`src/rtl/ppm_pkg.sv`:
```
// Purpose: constants and carrier types for the program page mapper
// Assumes: 8-bit data-space write strobe, 12-bit program counter
// Notes:   vector and reserved-area bounds are shared with the checker
package ppm_pkg;

   localparam int unsigned PC_W        = 12;
   localparam int unsigned OFS_W       = 11;
   localparam int unsigned PAGE_W      = 2;
   localparam int unsigned PHYS_W      = PAGE_W + OFS_W;
   localparam int unsigned DADDR_W     = 8;
   localparam int unsigned DATA_W      = 8;
   localparam int unsigned STACK_DEPTH = 6;

   localparam logic [DADDR_W-1:0] PAGE_SEL_ADDR = 8'hca;
   localparam logic [PAGE_W-1:0]  STATIC_PAGE   = 2'h1;
   localparam logic [PAGE_W-1:0]  PAGE_RESET    = 2'h0;
   localparam int unsigned        TOP_BIT       = PC_W - 1;

   // areas inside the static page, as program counter values
   localparam logic [PC_W-1:0] USER_LO     = 12'h800;
   localparam logic [PC_W-1:0] USER_HI     = 12'hf9f;
   localparam logic [PC_W-1:0] RSV_LO      = 12'hfa0;
   localparam logic [PC_W-1:0] RSV_HI      = 12'hfef;
   localparam logic [PC_W-1:0] IRQ_VEC_LO  = 12'hff0;
   localparam logic [PC_W-1:0] IRQ_VEC_HI  = 12'hff7;
   localparam logic [PC_W-1:0] NMI_VEC_LO  = 12'hffc;
   localparam logic [PC_W-1:0] NMI_VEC_HI  = 12'hffd;
   localparam logic [PC_W-1:0] RST_VEC_LO  = 12'hffe;
   localparam logic [PC_W-1:0] RST_VEC_HI  = 12'hfff;
   // reserved tops of the selectable pages, as page offsets
   localparam logic [OFS_W-1:0] P0_RSV_HI  = 11'h07f;
   localparam logic [OFS_W-1:0] P23_RSV_HI = 11'h00f;

   typedef enum logic [1:0] {
      PPM_AREA_USER   = 2'b00,
      PPM_AREA_RSV    = 2'b01,
      PPM_AREA_VECTOR = 2'b10
   } ppm_area_t;

   typedef struct packed {
      logic [PAGE_W-1:0] page;
      logic [OFS_W-1:0]  offset;
   } ppm_phys_t;

   typedef struct packed {
      logic               wr_en;
      logic [DADDR_W-1:0] addr;
      logic [DATA_W-1:0]  data;
   } ppm_dwrite_t;

endpackage

```
`src/rtl/ppm_return_stack.sv`:
```
// Purpose: hardware return-address stack for calls and interrupts
// Assumes: push and pop never asserted together by the core
// Notes:   overflow drops the oldest entry, underflow returns zero
`timescale 1ns/10ps
`default_nettype none
module ppm_return_stack
   import ppm_pkg::*;
#(
   parameter int unsigned DEPTH = STACK_DEPTH,
   parameter int unsigned WIDTH = PC_W
) (
   input  wire logic             clk,
   input  wire logic             srst,
   input  wire logic             push,
   input  wire logic [WIDTH-1:0] push_data,
   input  wire logic             pop,
   output logic      [WIDTH-1:0] top,
   output logic                  empty
);

   logic [WIDTH-1:0] level [DEPTH];
   logic [3:0]       used;

   // -------------------------------------------------------------
   // shift storage
   // -------------------------------------------------------------
   // shift form keeps the top in level[0]; no pointer wrap hazard
   genvar g;
   generate
      for (g = 0; g < DEPTH; g++) begin : g_lvl
         logic [WIDTH-1:0] from_up;    // what a push moves in
         logic [WIDTH-1:0] from_down;  // what a pop moves in
         // end levels take fresh data or zero, never a missing neighbour
         if (g == 0) begin : g_head
            assign from_up = push_data;
         end else begin : g_body
            assign from_up = level[g-1];
         end
         if (g == DEPTH - 1) begin : g_tail
            assign from_down = '0;
         end else begin : g_inner
            assign from_down = level[g+1];
         end
         always_ff @(posedge clk) begin
            if (srst) begin
               level[g] <= '0;
            end else if (push) begin
               level[g] <= from_up;
            end else if (pop) begin
               level[g] <= from_down;
            end
         end
      end
   endgenerate

   // fill level, saturating at the depth
   always_ff @(posedge clk) begin
      if (srst) begin
         used <= '0;
      end else if (push && (used != 4'(DEPTH))) begin
         used <= used + 4'h1;
      end else if (pop && (used != '0)) begin
         used <= used - 4'h1;
      end
   end

   assign top   = level[0];
   assign empty = (used == '0);

endmodule
`default_nettype wire

```
`src/rtl/ppm_mapper.sv`:
```
// Purpose: maps a 12-bit fetch counter onto four 2 Kbyte program pages
// Assumes: core and memory on clk; page-select written as data byte
// Notes:   registered outputs, one clock from fetch to physical address
`timescale 1ns/10ps
`default_nettype none
module ppm_mapper
   import ppm_pkg::*;
(
   input  wire logic               clk,
   input  wire logic               srst,
   input  wire logic [PC_W-1:0]    program_counter,
   input  wire logic               fetch_valid,
   input  wire ppm_dwrite_t        dwrite,
   input  wire logic               call_push,
   input  wire logic [PC_W-1:0]    call_return_addr,
   input  wire logic               ret_pop,
   output ppm_phys_t               phys_addr,
   output logic                    phys_valid,
   output ppm_area_t               fetch_area,
   output logic                    vector_irq,
   output logic                    vector_nmi,
   output logic                    vector_reset,
   output logic [PC_W-1:0]         return_addr,
   output logic                    stack_empty
);

   // -------------------------------------------------------------
   // decode helpers
   // -------------------------------------------------------------
   function automatic logic in_range(input logic [PC_W-1:0] a,
                                     input logic [PC_W-1:0] lo,
                                     input logic [PC_W-1:0] hi);
      in_range = (a >= lo) && (a <= hi);
   endfunction

   // area class of a fetch, given the page it lands on
   function automatic ppm_area_t area_of(input logic [PC_W-1:0]   pc,
                                         input logic [PAGE_W-1:0] pg);
      ppm_area_t r;
      logic [OFS_W-1:0] ofs;
      r   = PPM_AREA_USER;
      ofs = pc[OFS_W-1:0];
      if (pc[TOP_BIT]) begin
         if (in_range(pc, IRQ_VEC_LO, IRQ_VEC_HI) ||
             in_range(pc, NMI_VEC_LO, RST_VEC_HI)) begin
            r = PPM_AREA_VECTOR;
         end else if (!in_range(pc, USER_LO, USER_HI)) begin
            r = PPM_AREA_RSV;
         end
      end else if (pg == PAGE_RESET) begin
         if (ofs <= P0_RSV_HI) begin
            r = PPM_AREA_RSV;
         end
      end else if (pg != STATIC_PAGE) begin
         if (ofs <= P23_RSV_HI) begin
            r = PPM_AREA_RSV;
         end
      end else begin
         // static page seen low: user range as its high alias, vectors and the rest reserved
         if (!in_range({1'b1, ofs}, USER_LO, USER_HI)) begin
            r = PPM_AREA_RSV;
         end
      end
      return r;
   endfunction

   // -------------------------------------------------------------
   // page-select register
   // -------------------------------------------------------------
   logic [PAGE_W-1:0] page_number_bits;
   logic [PAGE_W-1:0] next_page;

   // write-only: there is no read path at all, so reads see nothing.
   // reset loads PAGE_RESET, so a fetch low before the first
   // write lands on page 0; software need not write it first
   always_ff @(posedge clk) begin
      if (srst) begin
         page_number_bits <= PAGE_RESET;
      end else if (dwrite.wr_en && (dwrite.addr == PAGE_SEL_ADDR)) begin
         page_number_bits <= dwrite.data[PAGE_W-1:0];
      end
      // no push or pop term here: calls leave the page alone
   end

   // -------------------------------------------------------------
   // address formation
   // -------------------------------------------------------------
   // top bit forces the static page, else the register picks
   always_comb begin
      if (program_counter[TOP_BIT]) begin
         next_page = STATIC_PAGE;
      end else begin
         next_page = page_number_bits;
      end
   end

   // registered outputs; a write on this edge is not yet visible,
   // so the new page applies from the next fetch on
   always_ff @(posedge clk) begin
      if (srst) begin
         phys_addr  <= '0;
         phys_valid <= 1'b0;
         fetch_area <= PPM_AREA_USER;
      end else begin
         phys_addr.page   <= next_page;
         phys_addr.offset <= program_counter[OFS_W-1:0];
         phys_valid       <= fetch_valid;
         fetch_area       <= area_of(program_counter, next_page);
      end
   end

   // vector strobes for the fetch being presented
   always_ff @(posedge clk) begin
      if (srst) begin
         vector_irq   <= 1'b0;
         vector_nmi   <= 1'b0;
         vector_reset <= 1'b0;
      end else begin
         vector_irq   <= fetch_valid &&
                         in_range(program_counter, IRQ_VEC_LO, IRQ_VEC_HI);
         vector_nmi   <= fetch_valid &&
                         in_range(program_counter, NMI_VEC_LO, NMI_VEC_HI);
         vector_reset <= fetch_valid &&
                         in_range(program_counter, RST_VEC_LO, RST_VEC_HI);
      end
   end

   // -------------------------------------------------------------
   // return stack
   // -------------------------------------------------------------
   logic [PC_W-1:0] stack_top;
   logic            stack_none;

   ppm_return_stack #(
      .DEPTH (STACK_DEPTH),
      .WIDTH (PC_W)
   ) u_stack (
      .clk       (clk),
      .srst      (srst),
      .push      (call_push),
      .push_data (call_return_addr),
      .pop       (ret_pop),
      .top       (stack_top),
      .empty     (stack_none)
   );

   // register stack view so outputs come from flip-flops
   always_ff @(posedge clk) begin
      if (srst) begin
         return_addr <= '0;
         stack_empty <= 1'b1;
      end else begin
         return_addr <= stack_top;
         stack_empty <= stack_none;
      end
   end

endmodule
`default_nettype wire

```
`config.mk`:
```
export PLATFORM = sky130hd
export DESIGN_NAME = ppm_mapper
export DESIGN_NICKNAME = d
export VERILOG_FILES = /design/src/rtl/ppm_pkg.sv /design/src/rtl/ppm_return_stack.sv /design/src/rtl/ppm_mapper.sv
export SDC_FILE = /design/constraint.sdc
export NUM_CORES = 1
export LEC_CHECK = 0
export ABC_AREA = 1
export BUFFER_PORTS_ARGS = -buffer_cell sky130_fd_sc_hd__buf_2
export CAP_MARGIN = 5
export CORE_MARGIN = 1.5
export CORE_UTILIZATION = 45
export DETAILED_ROUTE_END_ITERATION = 10
export PLACE_DENSITY_LB_ADDON = 0.25
export SKIP_CTS_REPAIR_TIMING = 1
export SLEW_MARGIN = 20
export SYNTH_ARGS = -nofsm -noshare
export SYNTH_HDL_FRONTEND = slang
export SYNTH_SLANG_ARGS = --single-unit
```
`constraint.sdc`:
```
create_clock -name clk -period 3.9 [get_ports clk]
set_input_delay 0.975 -clock clk [delete_from_list [all_inputs] [get_ports clk]]
set_output_delay 0.975 -clock clk [all_outputs]
set_load 0.1 [all_outputs]
```
==> summary.txt <==
status -> finished clean
clk buf depth -> 2
share of cells above drive strength 1 -> 0.236
PwrDens -> 487 mW/mm^2
register area share after synthesis -> 0.660
Inserted Clock Buffers -> 9
Final TNS setup -> 0 ps
Cells after DPL -> 600
Hold WC Path Type -> flip-flop to flip-flop
fill cell total of the finished layout -> 870
Yosys warnings -> 0
final setup vio count -> 0
FFs w/ async S/R, synth -> 0
Mapped Cells -> 409
IO Pins -> 78
Root Buffer -> clkbuf_8
via count -> 2,953
Synth Register Bits -> 110
Post-DP Area -> 0.00486 sq mm
final net count -> 527
Netlist cell types -> 27
crit start category -> primary input
Clock Skew -> 7.93 ps
vias in the first global route -> 2,749
Final Hold Fails -> 0
CP Data Required Time -> 3930 ps
pre-CTS setup slack -> 933 ps
row cnt -> 36
CTS tree -> done
I/O Buffers -> 71
post-layout util -> 0.527
prevailing post-synth register cell -> edfxtp_1
critical path startpoint -> call_push
RSZ-0062 raised after global routing -> false
Detail Route Antenna Nets -> 0
WP data arrival -> 2580 ps
max-slew headroom at the worst pin -> 0.630
final slew viol count -> 0
1st-pass router iterations -> 4
Initial Util -> 0.459
Synth Net Count -> 458
Post-synth EDFFs -> 72
hold_sp -> u_stack.level[0][3]
commonest non-fill, non-tap cell in the layout -> inv_1
LEAKAGE -> 2.21 nW
core area -> 0.00964 sq mm
worst skew pair latency -> 380 ps
CP endpoint kind -> flip-flop
P&R area growth vs syn -> 14.8%
largest net degree at the start of global routing -> 36
total gr overflow -> 0
GRT Util Overall -> 0.165
final worst slack -> 1350 ps
dpl hpwl -> 5520 um
critical path peak fanout -> 35
GPL Wtd Cong -> 0.756
FMAX -> 0.392 GHz
wire per inst -> 13.5 um
Peak VDD IR -> 0.170 mV
initial antenna violation count -> 0
non-filler instance count after layout -> 616
final critical-path share of the clock period -> 0.655
Reg2Reg Launch Point -> u_stack.used[0]
Die ar. -> 0.0104 sq mm
antenna cells -> 0
Slew @ Worst Pin -> 554 ps
Final Critical Period -> 2550 ps
clock sink count -> 110
first-pass GRT wire length -> 13,000 um
H-Tree Depth -> 3
Max Cap Viol -> 0
drt drc -> 0
initial DRC count -> 198
Die Ht -> 102 um
DR vias/cell -> 4.79
Syn Std Cell Area -> 0.00443 sq mm
Reg clk slew, reported paths -> 100 ps
post-route cell area -> 0.00508 sq mm
CP Class -> primary input to flip-flop
commonest cells after routing, fill and taps aside -> inv_1, edfxtp_1, buf_2, nor2_1, dfxtp_1
register area -> 0.00292 sq mm
area of the multi-input gates -> 0.00106 sq mm
Syn Area/Cell -> 10.8 sq um
DRT Wirelength -> 8290 um
Die X -> 102 um
worst max-delay path, cell delays in order:
cell and delay (ps):
buf_2 220, nor2_4 430, nand2_4 360, nand2_2 160
buf_4 420
cell type report:
cell class | instances | area share
timing repair buffer | 78 | 0.0803
clock inverter | 4 | 0.00665
clock buffer | 12 | 0.0369
multi-input combinational | 198 | 0.209
tap | 133 | 0.0327
sequential | 110 | 0.575
inverter | 81 | 0.0598
routing by layer:
metal  up-vias  share of wire  track usage
li1       1506              -            -
met5         -              0            0
met2        75           0.45        0.259
met1      1364           0.49        0.223
met3         8          0.049       0.0369
met4         0          0.014       0.0653
cell families after synthesis:
family,after synthesis,share of synthesized area
DFF,110,0.660
and+or+nand+nor,124,0.126
buffers and inverters,101,0.101
AOI/OAI and AO/OA,70,0.101
adders and majority gates,3,0.0102
xor gates and xnor gates,1,0.00198
through the flow:
| stage | total power, mW | hold WS [ps] |
|---|---|---|
| after global routing | 2.58 | 509 |
| final | 2.47 | 478 |
| after CTS | 2.49 | 483 |
| after detailed placement | 1.78 | 460 |
| after global placement | 1.77 | 456 |
| after floorplan | 1.69 | 437 |
synth_stat cells (all sizes together) (2+ instances only):
master | count | area share
inv | 81 | 0.069
nand2 | 26 | 0.028
o21ai | 28 | 0.042
nor3 | 3 | 0.0034
o22ai | 36 | 0.051
nand3 | 31 | 0.035
nand4 | 3 | 0.0042
a21oi | 4 | 0.0045
ha | 2 | 0.0057
buf | 20 | 0.032
nor2 | 59 | 0.052
edfxtp | 72 | 0.49
dfxtp | 38 | 0.17
registers in the layout, summed over array words and instances, names as in the netlist:
signal / flops
u_stack.level: 72
fetch_area: 2
vector_nmi: 1
return_addr: 12
phys_addr: 13
vector_irq: 1
vector_reset: 1
page_number_bits: 2
stack_empty: 1
u_stack.used: 4
phys_valid: 1
final timing paths:
path | depth (start not counted) | endpoint | slack [ps]
worst max-delay path | 5 | u_stack.level[0][16] | 1350
worst min-delay path | 2 | return_addr[3] | 480
worst max register to register | 11 | u_stack.used[3] | 2180
worst min register to register | 2 | return_addr[3] | 480
power breakdown:
| part | total (mW) | switching (mW) | internal [mW] | leakage [nW] |
|---|---|---|---|---|
| logic | 0.383 | 0.287 | 0.0961 | 0.981 |
| registers | 1.37 | 0.0326 | 1.33 | 1.12 |
| clock network | 0.723 | 0.389 | 0.334 | 0.115 |
| total | 2.47 | 0.708 | 1.76 | 2.21 |
Power figures use the tool's default switching activity.
